<file path="config.mk">
export PLATFORM = sky130hd
export DESIGN_NAME = nvm_modify_and_eeprom_write
export DESIGN_NICKNAME = d
export VERILOG_FILES = /design/src/nvm_seq_pkg.sv /design/src/nvm_modify_and_eeprom_write.sv /design/src/pin_sync.sv /design/src/stream_buffer.sv
export VERILOG_INCLUDE_DIRS = /design/src
export SDC_FILE = /design/constraint.sdc
export NUM_CORES = 1
export LEC_CHECK = 0
export ABC_AREA = 1
export BUFFER_PORTS_ARGS = -buffer_cell sky130_fd_sc_hd__buf_2
export CAP_MARGIN = 10
export CORE_MARGIN = 2
export CORE_UTILIZATION = 45
export DETAILED_ROUTE_END_ITERATION = 8
export GPL_TIMING_DRIVEN = 0
export PLACE_DENSITY = 0.68
export SYNTH_ARGS = -nofsm -noshare
export SYNTH_HDL_FRONTEND = slang
export SYNTH_HIERARCHICAL = 1
export SYNTH_SLANG_ARGS = --single-unit
</file>
<file path="constraint.sdc">
create_clock -name i_sys_clk -period 4.2 [get_ports i_sys_clk]
set_clock_uncertainty 0.1 [all_clocks]
set_input_delay 0.84 -clock i_sys_clk [delete_from_list [all_inputs] [get_ports i_sys_clk]]
set_output_delay 0.84 -clock i_sys_clk [all_outputs]
set_load 0.005 [all_outputs]
</file>
<file path="src/nvm_seq_regs.svh">
// offsets, fields, resets and counts of the sequencer
`ifndef NVM_SEQ_REGS_SVH
`define NVM_SEQ_REGS_SVH

// register addresses used by core instructions
`define SFR_TBL_UPPER   8'hF8
`define SFR_TBL_HIGH    8'hF7
`define SFR_TBL_LOW     8'hF6
`define SFR_TBL_LATCH   8'hF5
`define SFR_MAC         8'hA6
`define SFR_KEY         8'hA7
`define SFR_EE_DATA     8'hA8
`define SFR_EE_ADDR_LO  8'hA9
`define SFR_EE_ADDR_HI  8'hAA

// memory_access_control field positions, then the memory_access_control and programming_control resets
`define MAC_PGM_SEL     7
`define MAC_CFG_SEL     6
`define MAC_ROW_ERASE   4
`define MAC_WRITE_ENABLE_BIT        2
`define MAC_WR          1
`define MAC_RESET       8'h00
`define PCTL_RESET      8'h00

// unlock key sequence
`define KEY_FIRST       8'h55
`define KEY_SECOND      8'hAA

// 4-bit commands
`define CMD_CORE        4'h0
`define CMD_SHIFT_OUT   4'h2
`define CMD_TW          4'hC
`define CMD_TW_INC      4'hD
`define CMD_TW_PROG     4'hF

// address map
`define PCTL_ADDR       22'h3C_0006
`define ID_FIRST        22'h20_0000
`define ID_LAST         22'h20_0007
`define BOOT_LAST       22'h00_07FF
`define ROW_MASK        22'h3F_FFC0
`define TW_STEP         22'h00_0002
`define PANEL_MSB       15
`define PANEL_LSB       13

// framing and timing counts, in serial clock edges
`define CMD_LAST_BIT    4'h3
`define PAY_LAST_BIT    4'hF
`define OUT_TURN_BIT    4'h7
`define ERASE_START_EDGES 3'h4

`endif

</file>
<file path="src/nvm_seq_pkg.sv">
// types of the programming sequencer
package nvm_seq_pkg;

	// serial framing phases
	typedef enum logic [0:0] {
		ST_CMD = 1'b0,
		ST_PAY = 1'b1
	} link_state_type;

	// unlock key progress
	typedef enum logic [1:0] {
		KEY_IDLE  = 2'b00,
		KEY_HALF  = 2'b01,
		KEY_ARMED = 2'b10
	} key_state_type;

	// kinds of request sent to the memory arrays
	typedef enum logic [1:0] {
		OP_LOAD         = 2'b00,
		OP_PROGRAM      = 2'b01,
		OP_ERASE_ROW    = 2'b10,
		OP_EEPROM_WRITE = 2'b11
	} mem_op_kind_type;

	// one memory request
	typedef struct packed {
		mem_op_kind_type kind;
		logic            multi_panel;
		logic [2:0]      panel;
		logic            id_region;
		logic            boot_block;
		logic [21:0]     addr;
		logic [15:0]     data;
	} mem_op_type;

endpackage

</file>
<file path="src/nvm_modify_and_eeprom_write.sv">
// serial sequencer: modify code memory, write data eeprom
// What this block does
// - code writes need full 8-byte buffer in single panel mode
// - row erase covers 64 bytes, single panel
// - no row erase or eeprom write without write enable; table writes skip it
// - row-erase bit erases row at table pointer
// - write-initiate bit starts the selected operation
// - initiate needs key 55h then AAh
// - erase starts on fourth clock fall
// - writing 00h to 3C0006h selects single panel
// - command 1101 stores word, pointer plus two
// - command 1111 stores last word, starts programming
// - eeprom written bytewise, erase before write
// - eeprom write at fourth fall, hardware clears
// - ID locations at 200000h to 200007h
// - ID locations readable under code protection
// - boot block written single panel, 0000h-07FFh
// - commands shifted in least significant bit first
`timescale 1ns/10ps
`include "nvm_seq_regs.svh"
module nvm_modify_and_eeprom_write #(
	parameter int BUF_DEPTH = 2
) (
	// clock and reset
	input  wire logic               i_sys_clk,
	input  wire logic               i_rst_b,
	// programming pins
	input  wire logic               i_prog_serial_clock,
	input  wire logic               i_prog_serial_data,
	output logic                    o_prog_serial_data_out,
	output logic                    o_prog_serial_data_oe,
	// memory request stream
	output logic                    o_mem_valid,
	input  wire logic               i_mem_ready,
	output nvm_seq_pkg::mem_op_type o_mem_op,
	input  wire logic               i_mem_done,
	// status
	output logic                    o_write_busy,
	output logic                    o_single_panel,
	output logic                    o_program_refused,
	output logic                    o_overrun
);

	// synchronised pins
	logic        clk_lvl;          // filtered serial clock
	logic        din_lvl;          // filtered serial data
	logic        clk_prev_r;       // clock one cycle ago
	logic        fall;             // serial clock falling edge
	logic        rise;             // serial clock rising edge
	// framing
	nvm_seq_pkg::link_state_type state_r;
	logic [3:0]  cnt_r;            // bits taken in this phase
	logic [3:0]  cmd_sr_r;         // command shifter
	logic [3:0]  cmd_r;            // command being served
	logic [15:0] pay_sr_r;         // payload shifter
	logic [15:0] pay_full;         // payload incl. the last bit
	logic        exec;             // payload complete this cycle
	logic        tw_cmd;           // command is a table write
	// device registers
	logic [7:0]  w_r;              // working register
	logic [21:0] tp_r;             // table_pointer
	logic [7:0]  table_latch_r;    // table_latch
	logic [7:0]  mac_r;            // memory_access_control
	logic [7:0]  pctl_r;           // programming_control
	logic [7:0]  ee_lo_r;          // eeprom_addr_low
	logic [7:0]  ee_hi_r;          // eeprom_addr_high
	logic [7:0]  ee_data_r;        // eeprom_data_latch
	nvm_seq_pkg::key_state_type key_r;
	// instruction decode
	logic [7:0]  rd_val;           // value of the addressed register
	logic        sfr_we;           // register write strobe
	logic [7:0]  sfr_wdata;        // register write value
	logic        w_we;             // working register write strobe
	logic [7:0]  w_data;           // working register write value
	logic        key_keep;         // instruction keeps key progress
	logic        wr_go;            // accepted write initiate
	// initiate countdown
	logic        wait_r;           // counting edges after initiate
	logic [2:0]  edge_cnt_r;       // falls seen since initiate
	logic        launch;           // fourth fall reached
	logic        launch_erase;     // launch is a row erase
	logic        launch_ee;        // launch is an eeprom byte
	logic        ee_wait_r;        // eeprom byte in flight
	logic        wr_clear;         // hardware clears initiate
	// buffer tracking
	logic [3:0]  mask_r;           // loaded word slots
	logic [18:0] group_r;          // eight-byte group of mask_r
	logic [3:0]  cur_mask;         // slots valid for pointer group
	logic [3:0]  slot;             // slot of the pointer
	logic        full;             // buffer complete with this word
	logic        pctl_hit;         // table write hits control
	logic        multi;            // multi-panel mode
	// requests
	logic        new_valid;
	nvm_seq_pkg::mem_op_type new_op;
	logic        pend_valid_r;
	nvm_seq_pkg::mem_op_type pend_op_r;
	logic        buf_ready;
	logic        accept;

	generate
		if (BUF_DEPTH < 2) begin : g_chk
			$error("request buffer needs at least two entries");
		end
	endgenerate

	// clock and data share one synchroniser
	pin_sync #(
		.WIDTH (2)
	) u_pins (
		.i_sys_clk (i_sys_clk),
		.i_rst_b   (i_rst_b),
		.i_async   ({i_prog_serial_clock, i_prog_serial_data}),
		.o_level   ({clk_lvl, din_lvl})
	);

	// edge finder on the serial clock
	always_ff @(posedge i_sys_clk or negedge i_rst_b) begin
		if (!i_rst_b) begin
			clk_prev_r <= 1'h0;
		end else begin
			clk_prev_r <= clk_lvl;
		end
	end

	assign fall     = clk_prev_r & ~clk_lvl;
	assign rise     = ~clk_prev_r & clk_lvl;
	assign pay_full = {din_lvl, pay_sr_r[15:1]};
	assign exec     = fall && (state_r == nvm_seq_pkg::ST_PAY) && (cnt_r == `PAY_LAST_BIT);
	assign tw_cmd   = (cmd_r == `CMD_TW) || (cmd_r == `CMD_TW_INC) || (cmd_r == `CMD_TW_PROG);

	// lsb first
	// 4 command then 16 payload bits, taken on falls
	always_ff @(posedge i_sys_clk or negedge i_rst_b) begin
		if (!i_rst_b) begin
			state_r  <= nvm_seq_pkg::ST_CMD;
			cnt_r    <= 4'h0;
			cmd_sr_r <= 4'h0;
			cmd_r    <= 4'h0;
			pay_sr_r <= 16'h0000;
		end else if (fall) begin
			case (state_r)
				nvm_seq_pkg::ST_CMD: begin
					cmd_sr_r <= {din_lvl, cmd_sr_r[3:1]};
					if (cnt_r == `CMD_LAST_BIT) begin
						cmd_r   <= {din_lvl, cmd_sr_r[3:1]};
						cnt_r   <= 4'h0;
						state_r <= nvm_seq_pkg::ST_PAY;
					end else begin
						cnt_r <= cnt_r + 4'h1;
					end
				end
				nvm_seq_pkg::ST_PAY: begin
					pay_sr_r <= pay_full;
					cnt_r    <= cnt_r + 4'h1;
					if (cnt_r == `PAY_LAST_BIT) begin
						state_r <= nvm_seq_pkg::ST_CMD;
					end
				end
				default: begin
					state_r <= nvm_seq_pkg::ST_CMD;
				end
			endcase
		end
	end

	// read mux of the addressed register
	always_comb begin
		case (pay_full[7:0])
			`SFR_TBL_UPPER:  rd_val = {2'h0, tp_r[21:16]};
			`SFR_TBL_HIGH:   rd_val = tp_r[15:8];
			`SFR_TBL_LOW:    rd_val = tp_r[7:0];
			`SFR_TBL_LATCH:  rd_val = table_latch_r;
			`SFR_MAC:        rd_val = mac_r;
			`SFR_EE_DATA:    rd_val = ee_data_r;
			`SFR_EE_ADDR_LO: rd_val = ee_lo_r;
			`SFR_EE_ADDR_HI: rd_val = ee_hi_r;
			default:         rd_val = 8'h00;
		endcase
	end

	// core instruction
	// decode of supported core instructions
	always_comb begin
		sfr_we    = 1'h0;
		sfr_wdata = 8'h00;
		w_we      = 1'h0;
		w_data    = 8'h00;
		key_keep  = 1'h0;
		if (exec && cmd_r == `CMD_CORE) begin
			if (pay_full[15:8] == 8'h0E) begin
				// literal move
				w_we     = 1'h1;
				w_data   = pay_full[7:0];
				key_keep = 1'h1;
			end else if (pay_full[15:9] == 7'h37) begin
				// move working register out
				sfr_we    = 1'h1;
				sfr_wdata = w_r;
			end else if (pay_full[15:9] == 7'h35) begin
				// clear register
				sfr_we = 1'h1;
			end else if (pay_full[15:12] == 4'h8) begin
				// bit set
				sfr_we    = 1'h1;
				sfr_wdata = rd_val | (8'h01 << pay_full[11:9]);
			end else if (pay_full[15:12] == 4'h9) begin
				// bit clear
				sfr_we    = 1'h1;
				sfr_wdata = rd_val & ~(8'h01 << pay_full[11:9]);
			end else if (pay_full[15:10] == 6'h0A) begin
				// increment, to register or w
				sfr_we    = pay_full[9];
				sfr_wdata = rd_val + 8'h01;
				w_we      = ~pay_full[9];
				w_data    = rd_val + 8'h01;
			end else if (pay_full[15:10] == 6'h14) begin
				// move register, to itself or w
				sfr_we    = pay_full[9];
				sfr_wdata = rd_val;
				w_we      = ~pay_full[9];
				w_data    = rd_val;
			end else if (pay_full == 16'h0000) begin
				// no operation
				key_keep = 1'h1;
			end
		end
	end

	// working register
	always_ff @(posedge i_sys_clk or negedge i_rst_b) begin
		if (!i_rst_b) begin
			w_r <= 8'h00;
		end else if (w_we) begin
			w_r <= w_data;
		end
	end

	// unlock key
	// key 55h then AAh, only literal moves and no operations between
	always_ff @(posedge i_sys_clk or negedge i_rst_b) begin
		if (!i_rst_b) begin
			key_r <= nvm_seq_pkg::KEY_IDLE;
		end else if (exec) begin
			if (sfr_we && pay_full[7:0] == `SFR_KEY) begin
				if (sfr_wdata == `KEY_FIRST) begin
					key_r <= nvm_seq_pkg::KEY_HALF;
				end else if (sfr_wdata == `KEY_SECOND && key_r == nvm_seq_pkg::KEY_HALF) begin
					key_r <= nvm_seq_pkg::KEY_ARMED;
				end else begin
					key_r <= nvm_seq_pkg::KEY_IDLE;
				end
			end else if (!key_keep) begin
				key_r <= nvm_seq_pkg::KEY_IDLE;
			end
		end
	end

	// write enable
	// initiate taken only if enabled before and key armed
	assign wr_go = sfr_we && (pay_full[7:0] == `SFR_MAC) && sfr_wdata[`MAC_WR]
		&& !mac_r[`MAC_WR] && mac_r[`MAC_WRITE_ENABLE_BIT] && (key_r == nvm_seq_pkg::KEY_ARMED);

	// fourth fall
	// count falls after an accepted initiate
	always_ff @(posedge i_sys_clk or negedge i_rst_b) begin
		if (!i_rst_b) begin
			wait_r     <= 1'h0;
			edge_cnt_r <= 3'h0;
		end else if (wr_go) begin
			wait_r     <= 1'h1;
			edge_cnt_r <= 3'h0;
		end else if (launch) begin
			wait_r <= 1'h0;
		end else if (wait_r && fall) begin
			edge_cnt_r <= edge_cnt_r + 3'h1;
		end
	end

	assign launch       = wait_r && fall && (edge_cnt_r == (`ERASE_START_EDGES - 3'h1));
	assign launch_erase = mac_r[`MAC_PGM_SEL] & ~mac_r[`MAC_CFG_SEL] & mac_r[`MAC_ROW_ERASE];
	assign launch_ee    = ~mac_r[`MAC_PGM_SEL] & ~mac_r[`MAC_CFG_SEL];

	// hardware clears
	// eeprom initiate held until the byte is done
	always_ff @(posedge i_sys_clk or negedge i_rst_b) begin
		if (!i_rst_b) begin
			ee_wait_r <= 1'h0;
		end else if (launch && launch_ee) begin
			ee_wait_r <= 1'h1;
		end else if (i_mem_done) begin
			ee_wait_r <= 1'h0;
		end
	end

	assign wr_clear = (launch && !launch_ee) || (ee_wait_r && i_mem_done);

	// access control; set of initiate wins over clear
	always_ff @(posedge i_sys_clk or negedge i_rst_b) begin
		if (!i_rst_b) begin
			mac_r <= `MAC_RESET;
		end else begin
			if (sfr_we && pay_full[7:0] == `SFR_MAC) begin
				mac_r[7:2] <= sfr_wdata[7:2];
				mac_r[0]   <= sfr_wdata[0];
			end
			mac_r[`MAC_WR] <= wr_go | (mac_r[`MAC_WR] & ~wr_clear);
		end
	end

	// eeprom address pair, data latch and table latch
	always_ff @(posedge i_sys_clk or negedge i_rst_b) begin
		if (!i_rst_b) begin
			ee_lo_r       <= 8'h00;
			ee_hi_r       <= 8'h00;
			ee_data_r     <= 8'h00;
			table_latch_r <= 8'h00;
		end else if (sfr_we) begin
			case (pay_full[7:0])
				`SFR_EE_ADDR_LO: ee_lo_r <= sfr_wdata;
				`SFR_EE_ADDR_HI: ee_hi_r <= sfr_wdata;
				`SFR_EE_DATA:    ee_data_r <= sfr_wdata;
				`SFR_TBL_LATCH:  table_latch_r <= sfr_wdata;
				default: ;
			endcase
		end
	end

	// pointer plus two
	// table pointer: register write or post-increment
	always_ff @(posedge i_sys_clk or negedge i_rst_b) begin
		if (!i_rst_b) begin
			tp_r <= 22'h00_0000;
		end else if (exec && cmd_r == `CMD_TW_INC) begin
			tp_r <= tp_r + `TW_STEP;
		end else if (sfr_we) begin
			case (pay_full[7:0])
				`SFR_TBL_UPPER: tp_r[21:16] <= sfr_wdata[5:0];
				`SFR_TBL_HIGH:  tp_r[15:8] <= sfr_wdata;
				`SFR_TBL_LOW:   tp_r[7:0] <= sfr_wdata;
				default: ;
			endcase
		end
	end

	assign pctl_hit = (tp_r == `PCTL_ADDR) && mac_r[`MAC_CFG_SEL];
	assign multi    = (pctl_r != 8'h00);

	always_ff @(posedge i_sys_clk or negedge i_rst_b) begin
		if (!i_rst_b) begin
			pctl_r <= `PCTL_RESET;
		end else if (exec && tw_cmd && pctl_hit) begin
			pctl_r <= pay_full[7:0];
		end
	end

	// full buffer
	// word slots loaded in the pointer's eight-byte group
	assign cur_mask = (group_r == tp_r[21:3]) ? mask_r : 4'h0;
	assign slot     = 4'h1 << tp_r[2:1];
	assign full     = ((cur_mask | slot) == 4'hF);

	always_ff @(posedge i_sys_clk or negedge i_rst_b) begin
		if (!i_rst_b) begin
			mask_r  <= 4'h0;
			group_r <= 19'h0_0000;
		end else if (exec && tw_cmd && !pctl_hit) begin
			group_r <= tp_r[21:3];
			if (new_op.kind == nvm_seq_pkg::OP_PROGRAM) begin
				mask_r <= 4'h0;
			end else begin
				mask_r <= cur_mask | slot;
			end
		end
	end

	// requests raised by a launch or a table write
	always_ff @(posedge i_sys_clk or negedge i_rst_b) begin
		if (!i_rst_b) begin
			o_program_refused <= 1'h0;
		end else if (exec && cmd_r == `CMD_TW_PROG && !pctl_hit && !multi && !full) begin
			o_program_refused <= 1'h1;
		end
	end

	always_comb begin
		new_valid = 1'h0;
		new_op    = '0;
		new_op.panel       = tp_r[`PANEL_MSB:`PANEL_LSB];
		new_op.multi_panel = multi;
		new_op.id_region   = (tp_r >= `ID_FIRST) && (tp_r <= `ID_LAST);
		new_op.boot_block  = (tp_r <= `BOOT_LAST) && !multi;
		new_op.addr        = tp_r;
		new_op.data        = pay_full;
		if (launch && launch_erase) begin
			new_valid   = 1'h1;
			new_op.kind = nvm_seq_pkg::OP_ERASE_ROW;
			new_op.addr = tp_r & `ROW_MASK;
		end else if (launch && launch_ee) begin
			new_valid   = 1'h1;
			new_op.kind = nvm_seq_pkg::OP_EEPROM_WRITE;
			new_op.addr = {6'h00, ee_hi_r, ee_lo_r};
			new_op.data = {8'h00, ee_data_r};
		end else if (exec && tw_cmd && !pctl_hit) begin
			new_valid = 1'h1;
			if (cmd_r == `CMD_TW_PROG && (multi || full)) begin
				new_op.kind = nvm_seq_pkg::OP_PROGRAM;
			end else begin
				new_op.kind = nvm_seq_pkg::OP_LOAD;
			end
		end
	end

	// holding stage; a stalled buffer stalls it
	assign accept = pend_valid_r & buf_ready;

	always_ff @(posedge i_sys_clk or negedge i_rst_b) begin
		if (!i_rst_b) begin
			pend_valid_r <= 1'h0;
			pend_op_r    <= '0;
			o_overrun    <= 1'h0;
		end else if (new_valid && pend_valid_r && !accept) begin
			o_overrun <= 1'h1;
		end else if (new_valid) begin
			pend_valid_r <= 1'h1;
			pend_op_r    <= new_op;
		end else if (accept) begin
			pend_valid_r <= 1'h0;
		end
	end

	stream_buffer #(
		.WIDTH ($bits(nvm_seq_pkg::mem_op_type)),
		.DEPTH (BUF_DEPTH)
	) u_buf (
		.i_sys_clk (i_sys_clk),
		.i_rst_b   (i_rst_b),
		.i_valid   (pend_valid_r),
		.o_ready   (buf_ready),
		.i_data    (pend_op_r),
		.o_valid   (o_mem_valid),
		.i_ready   (i_mem_ready),
		.o_data    (o_mem_op)
	);

	// turnaround: drive after eighth payload fall
	always_ff @(posedge i_sys_clk or negedge i_rst_b) begin
		if (!i_rst_b) begin
			o_prog_serial_data_oe <= 1'h0;
		end else if (fall && state_r == nvm_seq_pkg::ST_PAY && cmd_r == `CMD_SHIFT_OUT) begin
			if (cnt_r == `OUT_TURN_BIT) begin
				o_prog_serial_data_oe <= 1'h1;
			end else if (cnt_r == `PAY_LAST_BIT) begin
				o_prog_serial_data_oe <= 1'h0;
			end
		end
	end

	// latch bits leave lsb first, one per rise
	always_ff @(posedge i_sys_clk or negedge i_rst_b) begin
		if (!i_rst_b) begin
			o_prog_serial_data_out <= 1'h0;
		end else if (rise && o_prog_serial_data_oe) begin
			o_prog_serial_data_out <= table_latch_r[cnt_r[2:0]];
		end
	end

	assign o_write_busy   = mac_r[`MAC_WR];
	assign o_single_panel = ~multi;

endmodule

</file>
<file path="src/pin_sync.sv">
// three-stage pin synchroniser with agreement filter
`timescale 1ns/10ps
module pin_sync #(
	parameter int WIDTH = 1
) (
	// clock and reset
	input  wire logic             i_sys_clk,
	input  wire logic             i_rst_b,
	// raw pins and filtered levels
	input  wire logic [WIDTH-1:0] i_async,
	output logic      [WIDTH-1:0] o_level
);

	logic [WIDTH-1:0] s1_r;    // first stage, read only by s2_r
	logic [WIDTH-1:0] s2_r;    // second stage
	logic [WIDTH-1:0] s3_r;    // third stage
	logic [WIDTH-1:0] agree;   // second and third stage match

	generate
		if (WIDTH < 1) begin : g_chk
			$error("pin_sync width must be positive");
		end
	endgenerate

	assign agree = ~(s2_r ^ s3_r);

	// shift chain
	always_ff @(posedge i_sys_clk or negedge i_rst_b) begin
		if (!i_rst_b) begin
			s1_r <= '0;
			s2_r <= '0;
			s3_r <= '0;
		end else begin
			s1_r <= i_async;
			s2_r <= s1_r;
			s3_r <= s2_r;
		end
	end

	// level follows once two stages agree
	always_ff @(posedge i_sys_clk or negedge i_rst_b) begin
		if (!i_rst_b) begin
			o_level <= '0;
		end else begin
			o_level <= (agree & s3_r) | (~agree & o_level);
		end
	end

endmodule

</file>
<file path="src/stream_buffer.sv">
// small valid/ready buffer for memory requests
`timescale 1ns/10ps
module stream_buffer #(
	parameter int WIDTH = 8,
	parameter int DEPTH = 2
) (
	// clock and reset
	input  wire logic             i_sys_clk,
	input  wire logic             i_rst_b,
	// filling side
	input  wire logic             i_valid,
	output logic                  o_ready,
	input  wire logic [WIDTH-1:0] i_data,
	// draining side
	output logic                  o_valid,
	input  wire logic             i_ready,
	output logic      [WIDTH-1:0] o_data
);

	localparam int AW = (DEPTH > 1) ? $clog2(DEPTH) : 1;
	localparam logic [AW:0] FULL = DEPTH[AW:0];

	logic [WIDTH-1:0] mem_r [DEPTH];  // storage entries
	logic [AW-1:0]    wr_idx_r;       // next slot to fill
	logic [AW-1:0]    rd_idx_r;       // oldest slot
	logic [AW:0]      count_r;        // entries held
	logic             push;
	logic             pop;

	generate
		if (DEPTH < 2 || (DEPTH & (DEPTH - 1)) != 0) begin : g_chk
			$error("stream_buffer depth must be a power of two, at least 2");
		end
	endgenerate

	assign o_ready = (count_r != FULL);
	assign o_valid = (count_r != '0);
	assign o_data  = mem_r[rd_idx_r];
	assign push    = i_valid & o_ready;
	assign pop     = o_valid & i_ready;

	// entry storage
	always_ff @(posedge i_sys_clk) begin
		if (push) begin
			mem_r[wr_idx_r] <= i_data;
		end
	end

	// pointers and fill count; indices wrap at the depth
	always_ff @(posedge i_sys_clk or negedge i_rst_b) begin
		if (!i_rst_b) begin
			wr_idx_r <= '0;
			rd_idx_r <= '0;
			count_r  <= '0;
		end else begin
			if (push) begin
				wr_idx_r <= wr_idx_r + 1'h1;
			end
			if (pop) begin
				rd_idx_r <= rd_idx_r + 1'h1;
			end
			if (push && !pop) begin
				count_r <= count_r + 1'h1;
			end else if (pop && !push) begin
				count_r <= count_r - 1'h1;
			end
		end
	end

endmodule

</file>
# ---- Word level (Yosys, flattened, before mapping)
# Memories as Yosys holds them, arrays and structs flattened.
# Cells that the tools add are included.
dict set report word_totals {
  reg_bits 201
  mem_bits_rw 92
  elab_cells 277
  n_memories 1
}
# name depth word_bits rd rd_clocked_by_memory_dff wr line
set memory_table {}
lappend memory_table {u_buf.mem_r 2 46 1 0 1 stream_buffer.sv:23} ;# logic [WIDTH-1:0] mem_r [DEPTH];
dict set report op_classes {
  n_addsub 8
  order_cmp 4
  n_eq_ne 35
  n_shift 2
  mux 83
  bitwise 28
  n_reduce_logical 74
}
# op n
set ops {}
lappend ops {{two-way mux 8 bit} 16}
lappend ops {{== test 8 bit, second input constant} 10}
lappend ops {{two-way mux 22 bit} 3}
lappend ops {{one-hot mux 8 bit (8 select lines)} 1}
lappend ops {{two-way mux 1 bit} 42}
lappend ops {{two-way mux 38 bit} 1}
lappend ops {{logical AND 1 bit} 34}
lappend ops {{== test 4 bit, second input constant} 7}
lappend ops {{AND reduction 2 bit} 14}
lappend ops {{adder 22 x 2 -> 22 bit, second input constant} 1}
lappend ops {{== test 22 bit, second input constant} 1}
lappend ops {{greater-or-equal comparator 22 bit, second input constant} 1}
lappend ops {{<= comparator 22 x 11 -> 1 bit, second input constant} 1}
lappend ops {{<= comparator 22 bit, second input constant} 1}
lappend ops {{nonzero test 2 bit} 11}
lappend ops {{== test 19 bit} 1}
lappend ops {{two-way mux 2 bit} 9}
lappend ops {{zero test 16 bit} 1}
lappend ops {{two-way mux 16 bit} 1}
lappend ops {{== test 7 x 6 -> 1 bit, second input constant} 2}
lappend ops {{two-way mux 4 bit} 3}
lappend ops {{two-way mux 3 bit} 3}
lappend ops {{inverter 1 bit} 9}
lappend ops {{adder 8 x 1 -> 8 bit, second input constant} 1}
lappend ops {{38 further kinds} 60}

# ---- Logic depth before layout (Yosys ltp)
dict set report logic_depth {
  depth_word 16
  mapped_depth 21
}

# ---- Hierarchy
# Netlist, hierarchy kept.
# mod n_inst cells_each area_per_inst_um2
set modules_own_cells {}
lappend modules_own_cells {nvm_modify_and_eeprom_write 1 1254 10044.6}
lappend modules_own_cells {stream_buffer 1 269 3590.9}
lappend modules_own_cells {pin_sync 1 16 232.7}

# ---- Worst setup path before layout
# No wires, ideal clock.
dict set report synth_path {
  path_kind {flip-flop to flip-flop}
  start {register u_buf.count_r[0]}
  end {memory u_buf/mem_r[0][0] (netlist name), enable pin}
  setup_time_ns 0.450
  t_arrival_ns 2.535
  required_time_ns 3.650
  slack_ns 1.116
  path_stages_with_launch 5
  path_buffers 0
  period_less_slack_ns 3.084
  cell_sequence {dfrtp_1 -> inv_1 -> nand2_1 -> nand2_1 -> nor2_1}
}
dict set report synth_via {
  elab_chain_cells 4
}
# item line
set synth_lines {}
lappend synth_lines {{from (decl)} stream_buffer.sv:26} ;# logic [AW:0] count_r;
lappend synth_lines {{from (signal assigned)} stream_buffer.sv:63} ;# count_r <= count_r + 1'h1;
lappend synth_lines {{from (signal assigned)} stream_buffer.sv:65} ;# count_r <= count_r - 1'h1;
lappend synth_lines {{inequality test 2 bit} stream_buffer.sv:36} ;# assign o_ready = (count_r != FULL);
lappend synth_lines {{via buf_ready} nvm_modify_and_eeprom_write.sv:98} ;# logic buf_ready;
lappend synth_lines {{AND 1 bit} stream_buffer.sv:39} ;# assign push = i_valid & o_ready;
lappend synth_lines {{two-way mux 1 bit} stream_buffer.sv:44} ;# if (push) begin
lappend synth_lines {{two-way mux 1 bit (not written as such)} stream_buffer.sv:45} ;# mem_r[wr_idx_r] <= i_data;
lappend synth_lines {{to (decl)} stream_buffer.sv:23}
# The timed path passes the listed nets, and every way through them passes these cells.

# ---- Worst setup path in the final report
dict set report layout_path {
  start {register cnt_r[0]}
  end {register pend_op_r[33] (netlist name)}
}
dict set report layout_via {
  elab_chain_cells 11
}
# item line
set layout_lines {}
lappend layout_lines {{from (decl)} nvm_modify_and_eeprom_write.sv:52} ;# logic [3:0] cnt_r;
lappend layout_lines {{from (signal assigned)} nvm_modify_and_eeprom_write.sv:150} ;# cnt_r <= cnt_r + 4'h1;
lappend layout_lines {{from (signal assigned)} nvm_modify_and_eeprom_write.sv:155} ;# cnt_r <= cnt_r + 4'h1;
lappend layout_lines {{== test 4 bit (no source line) *} --}
lappend layout_lines {{logical AND 1 bit *} nvm_modify_and_eeprom_write.sv:129} ;# assign exec = fall && (state_r == nvm_seq_pkg::ST_PAY) && (cnt_r == `PAY_LAST_BIT);
lappend layout_lines {{logical AND 1 bit * (2 in series)} nvm_modify_and_eeprom_write.sv:404} ;# end else if (exec && tw_cmd && !pctl_hit) begin
lappend layout_lines {{two-way mux 1 bit *} nvm_modify_and_eeprom_write.sv:404}
lappend layout_lines {{two-way mux 1 bit *} nvm_modify_and_eeprom_write.sv:399} ;# end else if (launch && launch_ee) begin
lappend layout_lines {{two-way mux 1 bit *} nvm_modify_and_eeprom_write.sv:395} ;# if (launch && launch_erase) begin
lappend layout_lines {{logical AND 1 bit (2 in series)} nvm_modify_and_eeprom_write.sv:422} ;# end else if (new_valid && pend_valid_r && !accept) begin
lappend layout_lines {{inverter 1 bit (no source line)} --}
lappend layout_lines {{AND reduction 2 bit (no source line) *} --}
lappend layout_lines {{to (signal assigned)} nvm_modify_and_eeprom_write.sv:426} ;# pend_op_r <= new_op;
lappend layout_lines {{to (decl)} nvm_modify_and_eeprom_write.sv:97} ;# nvm_seq_pkg::mem_op_type pend_op_r;
# Mark *: on every way between the ends. The rest lies on a longest branch, timed or not.
# A chain may end at the register's enable or synchronous reset.

==> tab_implementation.tex <==
\begin{tabular}{lr}
\hline
Metric & Value \\
\hline
\multicolumn{2}{l}{\textbf{Run status}} \\
\quad Result of the run & complete, no violations \\
\multicolumn{2}{l}{\textbf{Clock tree}} \\
\quad Clock Sinks & 291 \\
\quad CTS-repair resized insts & 0 \\
\quad Number of setup buffers added after CTS & 0 \\
\quad Number of levels the H-tree was split into & 1 \\
\quad Clock insertion delay at the later pin of the skew report & 570 ps \\
\quad Cell at the root of the clock tree & clkbuf\_16 \\
\quad Maximum clock path buffer count & 3 \\
\quad TritonCTS clock tree & done \\
\quad Inserted Clock Buffers & 30 \\
\quad Clock slew at reported path FFs & 60 ps \\
\quad Post-CTS Hold Fix Bufs & 0 \\
\multicolumn{2}{l}{\textbf{Pwr}} \\
\quad Total Power & 6.556 mW \\
\quad Power per cell area & between 400 and 500 nW/µm² \\
\quad Pleak & 7.415 nW \\
\quad Worst supply voltage drop on vdd & 0.3043 mV \\
\multicolumn{2}{l}{\textbf{Floorplan}} \\
\quad Die outline width & around 180 µm \\
\quad Height of the chip & 179.6 µm \\
\quad Number of rows created at floorplan & 64 \\
\quad Effective utilization at floorplan & 0.4558 \\
\quad Floorplan die area & 32240 µm² \\
\quad Standard cell core area & 30430 µm² \\
\quad I/O Pins & 59 \\
\multicolumn{2}{l}{\textbf{Critical path}} \\
\quad Critical path fanouts, max & 10 \\
\quad Crit path kind & reg2reg \\
\quad Capturing point of the worst reg2reg path & pend\_op\_r[33] \\
\quad Origin of the critical flop-to-flop path & cnt\_r[0] \\
\quad Worst setup SP type & register \\
\quad Setup slack of the most critical reg-to-reg path & roughly 870 ps \\
\quad Required arrival time at the worst endpoint & 4580 ps \\
\quad Critical path capture point type & register \\
\quad Critical path arrival & 3710 ps \\
\quad Depth of the worst register-to-register path & 14 \\
\multicolumn{2}{l}{\textbf{Logic synthesis}} \\
\quad Top cells by instance count after synthesis & nand2\_1, dfrtp\_1, inv\_1, nor2\_1, o21ai\_0 \\
\quad Share of Yosys cell area claimed by the top area cell type & 0.3591 \\
\quad Area contributors post-synth & dfrtp\_1, edfxtp\_1, nand2\_1, o21ai\_0, nand3\_1 \\
\quad Average cell area after synthesis & 9.011 µm² \\
\quad Synth Flop Type & dfrtp\_1 \\
\quad Mapped cell area & 13870 µm² \\
\quad Cell with the most instances after synthesis & nand2\_1 \\
\quad Synthesis-stage register bit count & between 200 and 300 \\
\quad Sequential fraction of the synthesis area & 0.5583 \\
\quad Cells after synthesis & around 1500 \\
\quad Top cell type by total area after synthesis & dfrtp\_1 \\
\quad Post-synth net total & 1554 \\
\quad Yosys cell types & 52 \\
\quad Warning count from the yosys run & 6 \\
\quad Ys async rst share & 0.6838 \\
\quad Post-synth EDFFs & 92 \\
\multicolumn{2}{l}{\textbf{Route}} \\
\quad DR iter-0 viols & roughly 970 \\
\quad Via count & 10910 \\
\quad 1st-pass router iterations & 5 \\
\quad DRT antenna net count & 0 \\
\quad Average wire length per cell after detail routing & 17.61 µm \\
\quad Wire length on met1 & 15980 µm \\
\quad Routed wire length on met2 & 16330 µm \\
\quad WL met3 & 2453 µm \\
\quad Mean number of vias per cell & 5.317 \\
\quad Highest metal layer with signal wires & met4 \\
\quad DRC & 0 \\
\quad DRT Wirelength & roughly 36000 µm \\
\multicolumn{2}{l}{\textbf{Global routing}} \\
\quad Global-route usage over all layers & 0.2235 \\
\quad Total overflow reported by the global router & 0 \\
\quad Vias in the first global route & 10392 \\
\quad Wire length of the first global-routing pass & 57590 µm \\
\quad Maximum number of pins on one net before global-route repair & 124 \\
\quad Number of antenna violations at the first check in global routing & 0 \\
\multicolumn{2}{l}{\textbf{Hold path}} \\
\quad Hold/Removal Path Class & in2async \\
\multicolumn{2}{l}{\textbf{Timing}} \\
\quad Fmax & 300.7 MHz \\
\quad Max-Slew Margin vs Limit & 0.4380 \\
\quad Final Critical Period & 3325 ps \\
\quad Setup repair after global routing missed its margin & false \\
\quad Slew Viols, Final & 0 \\
\quad Final cycle utilization of the critical path & 0.7918 \\
\quad Slew @ Worst Pin & between 800 and 900 ps \\
\quad Setup WS post-layout & 874.6 ps \\
\quad Final-report hold violation count & 0 \\
\quad Total negative slack & 0 ps \\
\quad WHS & 146.4 ps \\
\quad Number of setup violations in the final report & 0 \\
\multicolumn{2}{l}{\textbf{Layout}} \\
\quad Final \#Nets & 1647 \\
\quad Post-Layout Cell Count & 2052 \\
\quad Antenna cells & 0 \\
\quad Fillcell total & 2822 \\
\quad Fraction of layout instances using a drive strength above 1 & 0.1377 \\
\quad Synth-to-layout area growth & 13.37\% \\
\multicolumn{2}{l}{\textbf{Placed design}} \\
\quad Number of placed instances, taps included & 1996 \\
\quad Input/output buffers & 58 \\
\quad Routability congestion estimate from global placement & 0.9211 \\
\quad Post-Place Setup Slack & 889.6 ps \\
\quad Sum of net half-perimeters after detailed placement & 26520 µm \\
\multicolumn{2}{l}{\textbf{Flow run}} \\
\quad Max-Cap Viols & 0 \\
\hline
\end{tabular}
-- worst max path at each step --
stage,from,endpoint,slack (ps),cells past startpoint
final,cnt_r[0],pend_op_r[33],870,14
after global routing,cnt_r[0],pend_op_r[36],690,14
after detailed placement,cnt_r[0],pend_op_r[33],890,14
after floorplan,u_buf/count_r[0],u_buf/mem_r[0][0],1120,4
after CTS,cnt_r[0],pend_op_r[33],850,14
after global placement,i_rst_b,group_r[0],-1180,1
-- through the flow --
stage	cell area (µm²)	utilization
final	15720	0.5167
after global routing	15720	0.5167
after CTS	15720	0.5167
after detailed placement	14750	0.4849
after global placement	14650	0.4816
after floorplan	13870	-
-- worst max-delay path, cell delays in order, from the launching register on --
cell     delay [ps]
dfrtp_1         480
ha_1            230
nand2_2          80
inv_1            90
nand2_2          70
nor2_4          140
inv_1           100
nor3_1          540
nand2_1         260
nand2_1         160
nand2_2         190
nor2_1          370
inv_2            80
buf_4           210
o21ai_1         140
-- power breakdown --
group	total (mW)	internal, mW	switching [mW]
registers	3.12	3.01	0.114
clock network	2.65	1.53	1.11
logic	0.784	0.253	0.531
total	6.56	4.80	1.76
-- sequential cells by signal, indices dropped and copies added, names as in the netlist, 4 cells and up, named ones only --
name	count
tp_r	22
cnt_r	4
mac_r	8
group_r	19
pay_sr_r	15
ee_data_r	8
pctl_r	8
table_latch_r	8
pend_op_r	46
mask_r	4
u_buf/mem_r	92
cmd_r	4
ee_lo_r	8
ee_hi_r	8
w_r	8
-- cell families (layout without fill, tap and decap cells) --
family                     after synthesis  in the layout  synth area share
AOI/OAI and AO/OA                      235            235           0.09780
xor gates and xnor gates                32             32           0.02021
adders and majority gates                9              9          0.008120
buffers and inverters                  187            304           0.06072
DFF                                    291            291            0.5583
muxes                                    2              2          0.001624
and+or+nand+nor                        783            783            0.2532
-- placed cells by master (no fill, tap or decap), types with 7 or more instances in the layout --
master / n
a21oi_1: 36
a22oi_1: 14
a31oi_1: 29
buf_2: 66
buf_4: 9
buf_6: 11
clkbuf_1: 35
clkbuf_16: 31
dfrtp_1: 199
edfxtp_1: 92
ha_1: 9
inv_1: 108
inv_2: 21
nand2_1: 467
nand2_2: 22
nand3_1: 99
nand4_1: 19
nor2_1: 106
nor2_4: 9
nor3_1: 19
o21ai_0: 100
o21ai_1: 24
o21bai_1: 7
xnor2_1: 16
xor2_1: 16
-- layout make-up --
class,count,area (µm²),area share
Clock buffer,40,809.5,0.05149
Clock inverter,16,158.9,0.01011
Inverter,129,484.2,0.03080
Buffer,58,357.8,0.02276
Sequential cell,291,7742,0.4924
Multi-Input combinational cell,1061,5299,0.3370
Tap cell,396,495.5,0.03151
Timing Repair Buffer,61,375.4,0.02387
-- routing by layer --
layer  vias to the layer above  track usage
met5                         -            0
met4                         0      0.08813
met3                        86      0.03039
met2                       357       0.3500
met1                      5177       0.3169
li1                       5290            -
Note: power is estimated with default switching activity, not from simulation.
